==> src/core/clock_multiplier_control_regs.svh <==
/*
  Register indices, field positions, reset values and timing counts
  for the clock multiplier control block.
  Assumes a 125 MHz bus clock; included by bare name.
*/
`ifndef CLOCK_MULTIPLIER_CONTROL_REGS_SVH
`define CLOCK_MULTIPLIER_CONTROL_REGS_SVH

// Word indices; byte address is four times the index
`define CM_IDX_CTL 10'h097
`define CM_IDX_XOSC 10'h09F
`define CM_IDX_STAT 10'h0A8
`define CM_IDX_MASK 10'h0A9

`define CM_BIT_EN 7
`define CM_BIT_INIT 6
`define CM_BIT_RDY 5
`define CM_DIV_LSB 2
`define CM_SEL_LSB 0
`define CM_XOSC_LSB 4

`define CM_CTL_RST 8'h00
`define CM_XOSC_RST 3'h0
`define CM_IRQ_RST 2'h0

`define CM_CLK_MHZ 125
`define CM_SETTLE_NS 1000

`endif

==> src/core/clock_multiplier_control_pkg.sv <==
/*
  Types of the clock multiplier control block.
  Assumes clock_multiplier_control_regs.svh supplies all numeric constants.
*/
package clock_multiplier_control_pkg;

  typedef struct packed {
    logic en;
    logic init;
    logic [2:0] div;
    logic [1:0] sel;
  } mul_ctl_t;

  typedef enum logic [1:0] {
    ST_OFF = 2'b00,
    ST_WAIT_INIT = 2'b01,
    ST_SETTLE = 2'b10,
    ST_READY = 2'b11
  } mul_state_t;

  typedef struct packed {
    logic src_ext;
    logic [3:0] num;
    logic [2:0] den;
  } mul_ratio_t;

endpackage

==> src/core/clock_multiplier_control.sv <==
/*
  Clock multiplier control: control register, bring-up sequencer,
  ratio selection, external oscillator pin claim, interrupt flags,
  classic Wishbone slave.
  Assumes one 125 MHz clock, synchronous active-high reset and a
  single-cycle Wishbone master that holds its request until ack.
*/
// Register access over Wishbone was chosen for this implementation.
`timescale 1ns/1ps
`default_nettype none
`include "clock_multiplier_control_regs.svh"

module clock_multiplier_control
  import clock_multiplier_control_pkg::*;
(
  input wire logic clk_i,
  input wire logic rst_i,
  input wire logic wb_cyc_i,
  input wire logic wb_stb_i,
  input wire logic wb_we_i,
  input wire logic [11:2] wb_adr_i,
  input wire logic [3:0] wb_sel_i,
  input wire logic [31:0] wb_dat_i,
  output logic [31:0] wb_dat_o,
  output logic wb_ack_o,
  output logic irq_o,
  output logic mul_enable_o,
  output logic mul_ready_o,
  output logic mul_src_ext_o,
  output logic [3:0] mul_num_o,
  output logic [2:0] mul_den_o,
  output logic crystal_pin_a_claim_o,
  output logic crystal_pin_b_claim_o,
  output logic crystal_pin_b_digital_o
);

  localparam int SETTLE_CYC =
    (`CM_SETTLE_NS * `CM_CLK_MHZ + 999) / 1000;
  localparam logic [7:0] SETTLE_LD = 8'(SETTLE_CYC - 1);

  mul_ctl_t ctl_q, ctl_d;
  mul_state_t st_q, st_d;
  logic [7:0] cnt_q, cnt_d;
  logic [2:0] xosc_q, xosc_d;
  logic [1:0] stat_q, stat_d;
  logic [1:0] mask_q, mask_d;
  logic ack_q, ack_d;
  logic [31:0] rdat_q, rdat_d;
  logic irq_q, irq_d;
  mul_ratio_t ratio_q, ratio_d;
  logic pa_q, pa_d, pb_q, pb_d, pd_q, pd_d;

  logic req, wr, rd;
  logic hit_ctl, hit_xosc, hit_stat, hit_mask;
  logic rdy_rise, rdy_fall;

  assign req = wb_cyc_i && wb_stb_i && !ack_q;
  assign wr = req && wb_we_i && wb_sel_i[0];
  assign rd = req && !wb_we_i;
  assign hit_ctl = wb_adr_i == `CM_IDX_CTL;
  assign hit_xosc = wb_adr_i == `CM_IDX_XOSC;
  assign hit_stat = wb_adr_i == `CM_IDX_STAT;
  assign hit_mask = wb_adr_i == `CM_IDX_MASK;

  // Control register and bring-up sequencer
  always_comb
  begin
    ctl_d = ctl_q;
    st_d = st_q;
    cnt_d = cnt_q;
    if (wr && hit_ctl)
    begin
      ctl_d.en = wb_dat_i[`CM_BIT_EN];
      ctl_d.div = wb_dat_i[`CM_DIV_LSB +: 3];
      ctl_d.sel = wb_dat_i[`CM_SEL_LSB +: 2];
      // Init only counts when enable was already set
      ctl_d.init = ctl_q.en && wb_dat_i[`CM_BIT_EN] &&
        (ctl_q.init || wb_dat_i[`CM_BIT_INIT]);
    end
    if (!ctl_d.en)
    begin
      st_d = ST_OFF;
      ctl_d.init = 1'b0;
    end
    else
    begin
      unique case (st_q)
        ST_OFF:
          st_d = ST_WAIT_INIT;
        ST_WAIT_INIT:
          if (ctl_d.init)
          begin
            st_d = ST_SETTLE;
            cnt_d = SETTLE_LD;
          end
        ST_SETTLE:
          if (cnt_q == 8'h00)
            st_d = ST_READY;
          else
            cnt_d = cnt_q - 8'h01;
        ST_READY:
          st_d = ST_READY;
      endcase
      // A fresh init request restarts the settle period
      if (wr && hit_ctl && wb_dat_i[`CM_BIT_INIT] && ctl_q.en &&
          st_q != ST_WAIT_INIT)
      begin
        st_d = ST_SETTLE;
        cnt_d = SETTLE_LD;
      end
    end
  end

  // Ratio: base x2 or x4, scale num/den as 2/(code+1) for codes 2 to 6 unless sel is 00
  always_comb
  begin
    ratio_d.src_ext = ctl_q.sel[0];
    ratio_d.num = ctl_q.sel[1] ? 4'h4 : 4'h2;
    ratio_d.den = 3'h1;
    // Reserved 111 falls back to unscaled
    if (ctl_q.sel != 2'b00 && ctl_q.div >= 3'h2 &&
        ctl_q.div != 3'h7)
    begin
      ratio_d.num = {ratio_d.num[2:0], 1'b0};
      ratio_d.den = ctl_q.div + 3'h1;
    end
  end

  // External oscillator mode and pin ownership
  always_comb
  begin
    xosc_d = xosc_q;
    if (wr && hit_xosc)
      xosc_d = wb_dat_i[`CM_XOSC_LSB +: 3];
    pa_d = xosc_q[2:1] == 2'b11;
    pb_d = xosc_q[2] || xosc_q[1];
    pd_d = xosc_q[2:1] == 2'b01;
  end

  // Sticky events: bit0 ready rose, bit1 ready lost
  assign rdy_rise = st_d == ST_READY && st_q != ST_READY;
  assign rdy_fall = st_d != ST_READY && st_q == ST_READY;

  always_comb
  begin
    stat_d = stat_q;
    mask_d = mask_q;
    if (rd && hit_stat)
      stat_d = 2'b00;
    if (wr && hit_mask)
      mask_d = wb_dat_i[1:0];
    // Set wins over the clearing read
    stat_d = stat_d | {rdy_fall, rdy_rise};
    irq_d = |(stat_d & mask_d);
  end

  // Bus answer, one cycle after the request is seen
  always_comb
  begin
    ack_d = req;
    rdat_d = 32'h0000_0000;
    if (rd)
    begin
      if (hit_ctl)
        rdat_d[7:0] = {ctl_q.en, ctl_q.init,
          st_q == ST_READY, ctl_q.div, ctl_q.sel};
      else if (hit_xosc)
        rdat_d[7:0] = {1'b0, xosc_q, 4'h0};
      else if (hit_stat)
        rdat_d[1:0] = stat_q;
      else if (hit_mask)
        rdat_d[1:0] = mask_q;
    end
  end

  always_ff @(posedge clk_i)
  begin
    if (rst_i)
    begin
      // Ready bit is not stored, so the reset word is cut to 7 bits
      ctl_q <= mul_ctl_t'(7'(`CM_CTL_RST));
      st_q <= ST_OFF;
      cnt_q <= 8'h00;
      xosc_q <= `CM_XOSC_RST;
      stat_q <= `CM_IRQ_RST;
      mask_q <= `CM_IRQ_RST;
      ack_q <= 1'b0;
      rdat_q <= 32'h0000_0000;
      irq_q <= 1'b0;
      ratio_q <= '0;
      pa_q <= 1'b0;
      pb_q <= 1'b0;
      pd_q <= 1'b0;
    end
    else
    begin
      ctl_q <= ctl_d;
      st_q <= st_d;
      cnt_q <= cnt_d;
      xosc_q <= xosc_d;
      stat_q <= stat_d;
      mask_q <= mask_d;
      ack_q <= ack_d;
      rdat_q <= rdat_d;
      irq_q <= irq_d;
      ratio_q <= ratio_d;
      pa_q <= pa_d;
      pb_q <= pb_d;
      pd_q <= pd_d;
    end
  end

  logic en_out_q, rdy_out_q;
  always_ff @(posedge clk_i)
  begin
    if (rst_i)
    begin
      en_out_q <= 1'b0;
      rdy_out_q <= 1'b0;
    end
    else
    begin
      en_out_q <= ctl_q.en;
      rdy_out_q <= st_q == ST_READY;
    end
  end

  assign wb_dat_o = rdat_q;
  assign wb_ack_o = ack_q;
  assign irq_o = irq_q;
  assign mul_enable_o = en_out_q;
  assign mul_ready_o = rdy_out_q;
  assign mul_src_ext_o = ratio_q.src_ext;
  assign mul_num_o = ratio_q.num;
  assign mul_den_o = ratio_q.den;
  assign crystal_pin_a_claim_o = pa_q;
  assign crystal_pin_b_claim_o = pb_q;
  assign crystal_pin_b_digital_o = pd_q;
endmodule
`default_nettype wire

==> config.mk <==
export PLATFORM = sky130hd
export DESIGN_NAME = clock_multiplier_control
export DESIGN_NICKNAME = d
export VERILOG_FILES = /design/src/core/clock_multiplier_control_pkg.sv /design/src/core/clock_multiplier_control.sv
export VERILOG_INCLUDE_DIRS = /design/src /design/src/core
export SDC_FILE = /design/constraint.sdc
export NUM_CORES = 1
export LEC_CHECK = 0
export BUFFER_PORTS_ARGS = -buffer_cell sky130_fd_sc_hd__buf_2
export CAP_MARGIN = 20
export CORE_AREA = 2 2 70 72
export CTS_BUF_LIST = sky130_fd_sc_hd__clkbuf_4 sky130_fd_sc_hd__clkbuf_8
export CTS_CLUSTER_SIZE = 16
export DETAILED_ROUTE_END_ITERATION = 8
export DIE_AREA = 0 0 72 74
export PLACE_DENSITY = 0.9
export SLEW_MARGIN = 20
export SYNTH_ARGS = -nofsm -noshare
export SYNTH_HDL_FRONTEND = slang
export SYNTH_SLANG_ARGS = --single-unit
==> constraint.sdc <==
create_clock -name clk_i -period 2.4 [get_ports clk_i]
set_input_delay 0.48 -clock clk_i [delete_from_list [all_inputs] [get_ports clk_i]]
set_output_delay 0.48 -clock clk_i [all_outputs]
set_load 0.02 [all_outputs]
# Word level (Yosys, flattened, before mapping)
# Cells that the tools add are included.
# totals
reg_bits,71
output_inout_bits,47
word_cells,98
# op_classes
add_sub_neg,2
order_cmp,1
n_eq_ne,16
mux,19
n_bitwise,5
n_reduce_logical,32
# op_table
cell,n
"== test 10 x 8 -> 1 bit, second input constant",4
two-way mux 8 bit,4
logical AND 1 bit,18
two-way mux 2 bit,9
case mux 8 bit (2 select lines),1
two-way mux 7 bit,2
OR reduction 2 bit,5
"inequality test 3 bit, second input constant",3
"== test 2 bit, second input constant",4
logical NOT 8 bit,1
case mux 2 bit (4 select lines),1
"subtractor 8 x 1 -> 8 bit, second input constant",1
two-way mux 5 bit,1
"== test 2 x 1 -> 1 bit, second input constant",2
"inequality test 2 bit, second input constant",2
AND reduction 4 bit,1
"adder 3 x 1 -> 3 bit, second input constant",1
">= comparator 3 x 2 -> 1 bit, second input constant",1
two-way mux 3 bit,1
NOT 1 bit,3
nonzero test 3 bit,1
AND 2 bit,1
logical NOT 1 bit,2
logical NOT 2 bit,1
other kinds (4),5

# Logic depth before layout (Yosys ltp)
# Gate-level depths: netlist of the first run.
# depth
word_depth,15
mapped_depth,9
mapped_depth_nobuf,9

# Least setup slack after synthesis of the first run
# OpenSTA, ideal clock, no wires.
# synth_timing
path_kind,input port to flip-flop
from,input port wb_adr_i[6] (netlist name)
to,register cnt_q[5]
setup_time_ns,0.136
arrival_time_ns,1.996
required_time_ns,2.264
path_slack_ns,0.269
path_stages,9
cell_sequence,and4b_1 -> and3_1 -> buf_6 -> and3_4 -> buf_4 -> a21o_1 -> or2_2 -> a21oi_1 -> a311oi_1
# synth_between
elab_chain_len,7
elab_cells_between_ends,11
cone_classes,3 x eq/ne; 2 x mux; 6 x reduce/logical
# synth_lines
item,line_no,source
start: declaration,clock_multiplier_control.sv:21,"input wire logic [11:2] wb_adr_i,"
== test 10 x 8 -> 1 bit (no source line) *,-,
logical AND 1 bit *,"clock_multiplier_control.sv:71, clock_multiplier_control.sv:105",
logical AND 1 bit (3 in a row),clock_multiplier_control.sv:105,if (wr && hit_ctl && wb_dat_i[`CM_BIT_INIT] && ctl_q.en &&
inequality test 3 bit (no source line) or nonzero test 3 bit (tied branches),-,
AND reduction 4 bit (no source line),-,
end signal: assignment,clock_multiplier_control.sv:199,cnt_q <= cnt_d;
end: declaration,clock_multiplier_control.sv:43,"logic [7:0] cnt_q, cnt_d;"
# Mark *: on every way between the ends. The rest lies on a longest branch, timed or not.
# A chain may end at the register's enable or synchronous reset.

# Worst setup path after layout of the first run
# layout_timing
from,register cnt_q[0]
to,register cnt_q[3]
# layout_between
elab_chain_len,4
elab_cells_between_ends,7
cone_classes,1 x add/sub; 1 x eq/ne; 3 x mux; 2 x reduce/logical
# layout_lines
item,line_no,source
subtractor 8 x 1 -> 8 bit,clock_multiplier_control.sv:100,cnt_d = cnt_q - 8'h01;
two-way mux 8 bit,clock_multiplier_control.sv:97,if (cnt_q == 8'h00)
case mux 8 bit (2 select lines),clock_multiplier_control.sv:87,unique case (st_q)
two-way mux 8 bit,clock_multiplier_control.sv:105,
# Several ways; a longest one is shown, not always the timed one. The select of a mux whose other input is x is not followed.

==> key figures, run 1 <==
Synth
  – Number of synthesized register bits: 46
  – Syn_area_per_cell: 9.04 µm²
  – Main combinational cell family by area after synthesis: simple AND/OR/NAND/NOR gates
  – Syn Inst Count: 236
  – Synth warn: 0
  – Top cells by area, synth: dfxtp_1 43%, buf_4 9.1%, nand2_1 4.7%
  – Cell area after synthesis: 2130 µm²
  – Seq/Total Area, Yosys: 0.431
  – Post-Synth XOR/XNOR Area: 0.00410
  – Cell taking the most area after synthesis: dfxtp_1
  – Ys async rst share: 0
  – Post-Synth Adder-Cell Area: 0.0234
  – Post-synthesis simple-gate area fraction: 0.249
  – Post-synthesis mux area share: 0.0422
  – Synth top area share: 0.431
  – Number of synthesized flops with an enable pin: 0
  – Top FF cell, synth: dfxtp_1
  – Cell variety after synth: 47
  – Post-synthesis compound-gate area fraction: 0.129

Finish
  – Commonest cells after routing, fill and taps aside: 46 x dfxtp_1, 45 x buf_2, 27 x nand2_1
  – Layout cells sized above 1: 0.260
  – Antenna cells: 0
  – Cell area after layout: 2450 µm²
  – Final core utilization: 0.533
  – Commonest non-fill, non-tap cell in the layout: dfxtp_1
  – # fillers: 414
  – Reg area: 921 µm²
  – Area growth from synthesis to layout: 14.9%
  – Multi-input gate area: 1050 µm²
  – # nets final: 343

Timing
  – Max Freq: 0.470 GHz
  – Final Max Tran Viols: 0
  – RSZ-0062 raised after global routing: no
  – Finish-stage setup viols: 0
  – Period utilization: 0.886
  – Clk_skew: 2.64 ps
  – Fin. Hold Viols: 0
  – Min Tclk post-route: 2130 ps
  – Hold WS: 428 ps

Die
  – Initial Util: 0.464
  – Area of the die: 5330 µm²
  – Core area: 4600 µm²
  – # rows: 25
  – Die width: 72 µm
  – Boundary pin count: 98
  – Die Height: 74 µm

Global route
  – Total track usage: 0.149
  – Pin count of the biggest net entering global routing: 27
  – First-pass GRT wire length: 6250 µm
  – Initial antenna violation count: 0
  – Number of global-route vias before repair: 1,536
  – Gr ovfl total: 0

Outcome
  – Status: completed

CTS
  – Clock Tree Root: clkbuf_8
  – Clock Tree Buf Depth: 2
  – H-tree levels: 2
  – Clk slew on worst S/H paths: 80 ps
  – Total CTS buffers: 5
  – Total setup buffers inserted after CTS: 0
  – Clock sink count: 46
  – CTS tree: built
  – Clk Latency, worst-skew pair: 290 ps

Routing
  – DRC Markers: 0
  – WL met3: 258 µm
  – DRT iter0 DRCs: 92
  – Vias per inst: 4.99
  – Total routed wirelength: 3930 µm
  – First-pass detailed-route iteration total: 4
  – Antenna viol nets, final: 0
  – WL per Instance: 11.5 µm
  – Max Used Layer: met4
  – Total number of vias: 1,712
  – Routed metal-1 wire length: 1640 µm
  – Routed wl met2: 1940 µm

Worst setup path
  – CP max FO: 7
  – CP cell instances: inv_1 > ha_1 > nor3b_1 > nor3b_2 > a21oi_1 > a211oi_2 > buf_4 > nor3_4 > a311oi_1
  – Worst R2R Setup Slack: 270 ps
  – Worst path slowest cell: dfxtp_1
  – Critical path launch point type: flop
  – Critical Path RT: 2600 ps
  – CP Buf/Inv Count: 2
  – Setup crit end kind: flop
  – WP data arrival: 2330 ps
  – Crit-path leading delay family: simple AND/OR/NAND/NOR gates
  – Max incr delay on CP: 340 ps
  – Crit path kind: flop to flop

Placement
  – I/O Buffers: 45
  – Final Wtd Congestion: 0.782
  – DP HPWL: 3110 µm
  – Placed Area: 2350 µm²

Power
  – Leak: 1.12 nW
  – Pwr Total: 1.34 mW
  – Worst VDD drop: 0.271 mV
  – Pwr per Cell Area: 548 nW/µm²

Run
  – Max cap viols: 0

Worst hold path
  – Worst Hold Class: input pin to flop
## cells in the mapped netlist, types with 2 or more instances
cell / number
o21ai_1: 2
and2_1: 4
o21ai_0: 4
ha_1: 4
dfxtp_1: 46
nor3_1: 9
nor2_1: 22
nand3_1: 3
nor2b_1: 6
clkbuf_1: 4
and3_1: 3
nand2_1: 27
mux2i_1: 9
a21oi_1: 16
or2_1: 2
a311oi_1: 5
nor3b_1: 5
buf_4: 26
inv_1: 8
a211oi_2: 2
or2_2: 3
## kinds of logic (layout without fill, tap and decap cells)
group	Yosys count	in the layout
and+or+nand+nor	96	96
DFF	46	46
buffers and inverters	40	69
AOI/OAI and AO/OA	39	39
muxes	9	9
adders and majority gates	4	4
other	1	25
xor gates and xnor gates	1	1
## metrics by stage
step | instances | setup TNS, ps | setup slack, ps
final | 343 | 0 | 273
after global routing | 343 | 0 | 17.5
after CTS | 343 | 0 | 166
after detailed placement | 335 | -29.6 | -28.5
after global placement | 335 | 0 | 14.5
after floorplan | 260 | 0 | 269
## flip-flops by register name (all words and copies together) (netlist names)
name / cells
cnt_q: 8
wb_dat_o: 8
ctl_q: 7
mul_den_o: 3
mul_num_o: 3
xosc_q: 3
mask_q: 2
st_q: 2
stat_q: 2
crystal_pin_a_claim_o: 1
crystal_pin_b_claim_o: 1
crystal_pin_b_digital_o: 1
irq_o: 1
mul_enable_o: 1
mul_ready_o: 1
mul_src_ext_o: 1
wb_ack_o: 1
## worst paths after layout
check | startpoint | end | cells past startpoint
worst min-delay path | wb_dat_i[3] | ctl_q[3]$_SDFFE_PP0N_ | 3
worst min register to register | ctl_q[0]$_SDFFE_PP0N_ | ctl_q[0]$_SDFFE_PP0N_ | 2
worst max-delay path | cnt_q[0]$_SDFFE_PP0P_ | cnt_q[3]$_SDFFE_PP0P_ | 9
worst max register to register | cnt_q[0]$_SDFFE_PP0P_ | cnt_q[3]$_SDFFE_PP0P_ | 9
## area by class of cell
type                    count  area share
multi-input cells         174       0.430
flip-flops and latches     46       0.376
repair buffers             53       0.116
clock buffers               7      0.0367
well taps                  54      0.0276
inverters                   8      0.0122
clock inverters             1     0.00204
## timing repair
item | in CTS | in global routing
hold buffers | 0 | 0
endpoints found under the setup margin | 0 | 6
gates resized for setup | 0 | 1
## tightest hold or removal path, cell delays in order
cell     delay (ps)
buf_2           100
nand2_1          50
a21oi_1          50
## layer usage
layer  GRT usage  vias up
met5           0        -
met2       0.264       61
li1            -      870
met3      0.0515       10
met1       0.159      771
met4      0.0755        0
## power breakdown
group / switching, mW / total [mW] / internal, mW / leakage [nW]
sequential: 0.000549 / 0.765 / 0.765 / 0.371
clock: 0.240 / 0.484 / 0.244 / 0.0517
combinational: 0.0699 / 0.0954 / 0.0254 / 0.695
total: 0.311 / 1.34 / 1.03 / 1.12
(Power assumes the default switching activity.)
==> run 2: changes to the inputs <==
--- a/config.mk
+++ b/config.mk
@@ -13,7 +13,7 @@
 export CTS_CLUSTER_SIZE = 16
 export DETAILED_ROUTE_END_ITERATION = 8
 export DIE_AREA = 0 0 72 74
-export PLACE_DENSITY = 0.9
+export PLACE_DENSITY = 0.8
 export SLEW_MARGIN = 20
 export SYNTH_ARGS = -nofsm -noshare
 export SYNTH_HDL_FRONTEND = slang
==> run 2 against run 1 <==
  * Sequential power about the same
  * Utilization about the same
  * First-iteration DRC count increased by 4.3%
  * Clock power decreased by 9.9%
  * Routed wire length increased by 4.0%
  * Via count decreased by 0.64%
  * Total power decreased by 3.6%
  * Die area unchanged
  * Highest routed layer unchanged
==> key figures, run 2 (synthesis results as in run 1) <==
Outcome
  – Status: completed

Run
  – Max cap viols: 0 (unchanged)

Power
  – Clock share of power: 0.336 (-0.024)
  – Pwr per Cell Area: 529 nW/µm² (-3.5%)
  – Pwr Total: 1.30 mW (-3.6%)
  – Worst VDD drop: 0.193 mV (-29%)
  – Sw frac: 0.240 (+0.00852)
  – Register share of total power: 0.590 (+0.021)
  – Cell Int Power: 0.986 mW (-4.6%)
  – Leak: 1.12 nW (+0.19%)
  – Combinational power share: 0.074 (+0.003)
  – Psw: 0.311 mW (about the same)

Worst hold path
  – Hold Path Depth: 3 (unchanged)
  – Hold path startpoint: wb_dat_i[2]
  – Worst Hold Class: input pin to flop
  – WHS Endpoint: ctl_q[2]$_SDFFE_PP0N_

Routing
  – DRC Markers: 0 (unchanged)
  – WL per Instance: 11.9 µm (+3.7%)
  – Total routed wirelength: 4090 µm (+4.0%)
  – First-pass detailed-route iteration total: 4 (unchanged)
  – Vias per inst: 4.94 (-0.93%)
  – DRT iter0 DRCs: 96 (+4.3%)
  – Total number of vias: 1,701 (-0.64%)
  – Antenna viol nets, final: 0 (unchanged)

Global route
  – Pin count of the biggest net entering global routing: 23 (-15%)
  – Number of global-route vias before repair: 1,534 (-0.13%)
  – Gr ovfl total: 0 (unchanged)
  – First-pass GRT wire length: 6510 µm (+4.2%)
  – Total track usage: 0.155 (+0.00530)
  – Initial antenna violation count: 0 (unchanged)

Finish
  – Commonest non-fill, non-tap cell in the layout: dfxtp_1
  – Area growth from synthesis to layout: 14.8% (about the same)
  – Antenna cells: 0 (unchanged)
  – Cell Count, Final, Fillers Out: 344 (+0.29%)
  – Layout cells sized above 1: 0.262 (+0.00255)
  – Final core utilization: 0.533 (about the same)
  – Commonest cells after routing, fill and taps aside: 46 x dfxtp_1, 45 x buf_2, 27 x nand2_1
  – # nets final: 345 (+0.58%)

Worst setup path
  – Crit path kind: flop to flop
  – R2r endpoint: cnt_q[2]$_SDFFE_PP0P_
  – Critical Path Start: cnt_q[0]$_SDFFE_PP0P_
  – Max incr delay on CP: 340 ps (about the same)
  – WP data arrival: 2340 ps (about the same)
  – Crit-path leading delay family: simple AND/OR/NAND/NOR gates
  – Critical path launch point type: flop
  – Worst path slowest cell: dfxtp_1
  – Worst R2R Setup Slack: 260 ps (about the same)
  – FF-to-FF path depth: 9 (unchanged)
  – Reg2reg start: cnt_q[0]$_SDFFE_PP0P_
  – CP max FO: 7 (unchanged)
  – Critical Path RT: 2600 ps (about the same)
  – Setup crit end kind: flop
  – CP Buf/Inv Count: 2 (unchanged)
  – CP cell instances: inv_1 > ha_1 > nor3b_2 > nor3b_1 > a21oi_1 > a211oi_2 > buf_4 > nor3_4 > a311oi_1

Timing
  – Finish-stage setup viols: 0 (unchanged)
  – Setup TNS Final: 0 ps (unchanged)
  – Fin. Hold Viols: 0 (unchanged)
  – Clk_skew: 6.40 ps (+3.76 ps)
  – Final worst slack: 261 ps (-12.4 ps)
  – Min Tclk post-route: 2140 ps (+12.4 ps)
  – Period utilization: 0.891 (+0.00515)
  – Max Freq: 0.467 GHz (-0.58%)
  – RSZ-0062 raised after global routing: no
  – Final Max Tran Viols: 0 (unchanged)

Placement
  – Dpl cells: 337 (+0.60%)
  – Final Wtd Congestion: 0.814 (+4.1%)
  – DP HPWL: 3010 µm (-3.1%)
  – Setup WS pre-CTS: -12.4 ps (+16.1 ps)
  – I/O Buffers: 45 (unchanged)

Die
  – Core area: 4600 µm² (unchanged)
  – Boundary pin count: 98 (unchanged)
  – # rows: 25 (unchanged)
  – Initial Util: 0.464 (unchanged)
  – Die width: 72 µm (unchanged)
  – Die Height: 74 µm (unchanged)
  – Area of the die: 5330 µm² (unchanged)

CTS
  – Clk slew on worst S/H paths: 80 ps (about the same)
  – Total setup buffers inserted after CTS: 0 (unchanged)
  – Clock Tree Buf Depth: 2 (unchanged)
  – Clock Tree Root: clkbuf_8
  – Clock sink count: 46 (unchanged)
  – H-tree levels: 2 (unchanged)
  – CTS tree: built
  – Total CTS buffers: 5 (unchanged)
  – Clk Latency, worst-skew pair: 290 ps (about the same)
-- run 2: worst max-delay path by stage --
stage	endpoint	slack, ps	cells after the start
floorplan	cnt_q[5]$_SDFFE_PP0P_	270	9
global placement	cnt_q[0]$_SDFFE_PP0P_	30	8
detailed placement	cnt_q[0]$_SDFFE_PP0P_	-10	8
CTS	cnt_q[2]$_SDFFE_PP0P_	130	9
global route	cnt_q[2]$_SDFFE_PP0P_	20	9
finish	cnt_q[2]$_SDFFE_PP0P_	260	9
-- run 2: power by group through the flow --
| stage | clock, mW | sequential, mW | combinational [mW] |
|---|---|---|---|
| after global placement | 0 | 0.783 | 0.0938 |
| after floorplan | 0 | 0.787 | 0.0882 |
| after CTS | 0.452 | 0.765 | 0.0945 |
| after global routing | 0.478 | 0.766 | 0.103 |
| final | 0.436 | 0.765 | 0.0957 |
| after detailed placement | 0 | 0.783 | 0.0940 |
-- run 2: routing by layer --
metal	global-route usage	part of all wire	vias to the layer above
li1	-	-	868
met1	0.173	0.45	773
met2	0.280	0.48	58
met3	0.0501	0.072	2
met4	0.0503	0.0017	0
met5	0	0	-
-- run 2: what timing repair did --
action	CTS	global route
setup endpoints to repair	0	9
hold buffers	0	0
gates resized for setup	0	1
-- run 2: area by class of cell --
| class | instances | area [µm²] |
|---|---|---|
| clock buffers | 5 | 68.8 |
| clock inverters | 2 | 10.0 |
| fillers | 417 | 2150 |
| inverters | 8 | 30.0 |
| multi-input cells | 174 | 1050 |
| flip-flops and latches | 46 | 921 |
| well taps | 54 | 67.6 |
| repair buffers | 55 | 300 |
-- run 2: metrics by stage --
| stage | instance area [µm²] | hold WS [ps] |
|---|---|---|
| floorplan | 2220 | 450 |
| global placement | 2370 | 479 |
| detailed placement | 2370 | 471 |
| CTS | 2450 | 421 |
| global route | 2450 | 428 |
| finish | 2450 | 435 |
-- run 2: worst register-to-register path, cell delays in order (launching register included) --
cell and delay (ps):
dfxtp_1 340, inv_1 80, ha_1 190, nor3b_2 240, nor3b_1 330, a21oi_1 170
a211oi_2 170, buf_4 180, nor3_4 70, a311oi_1 280
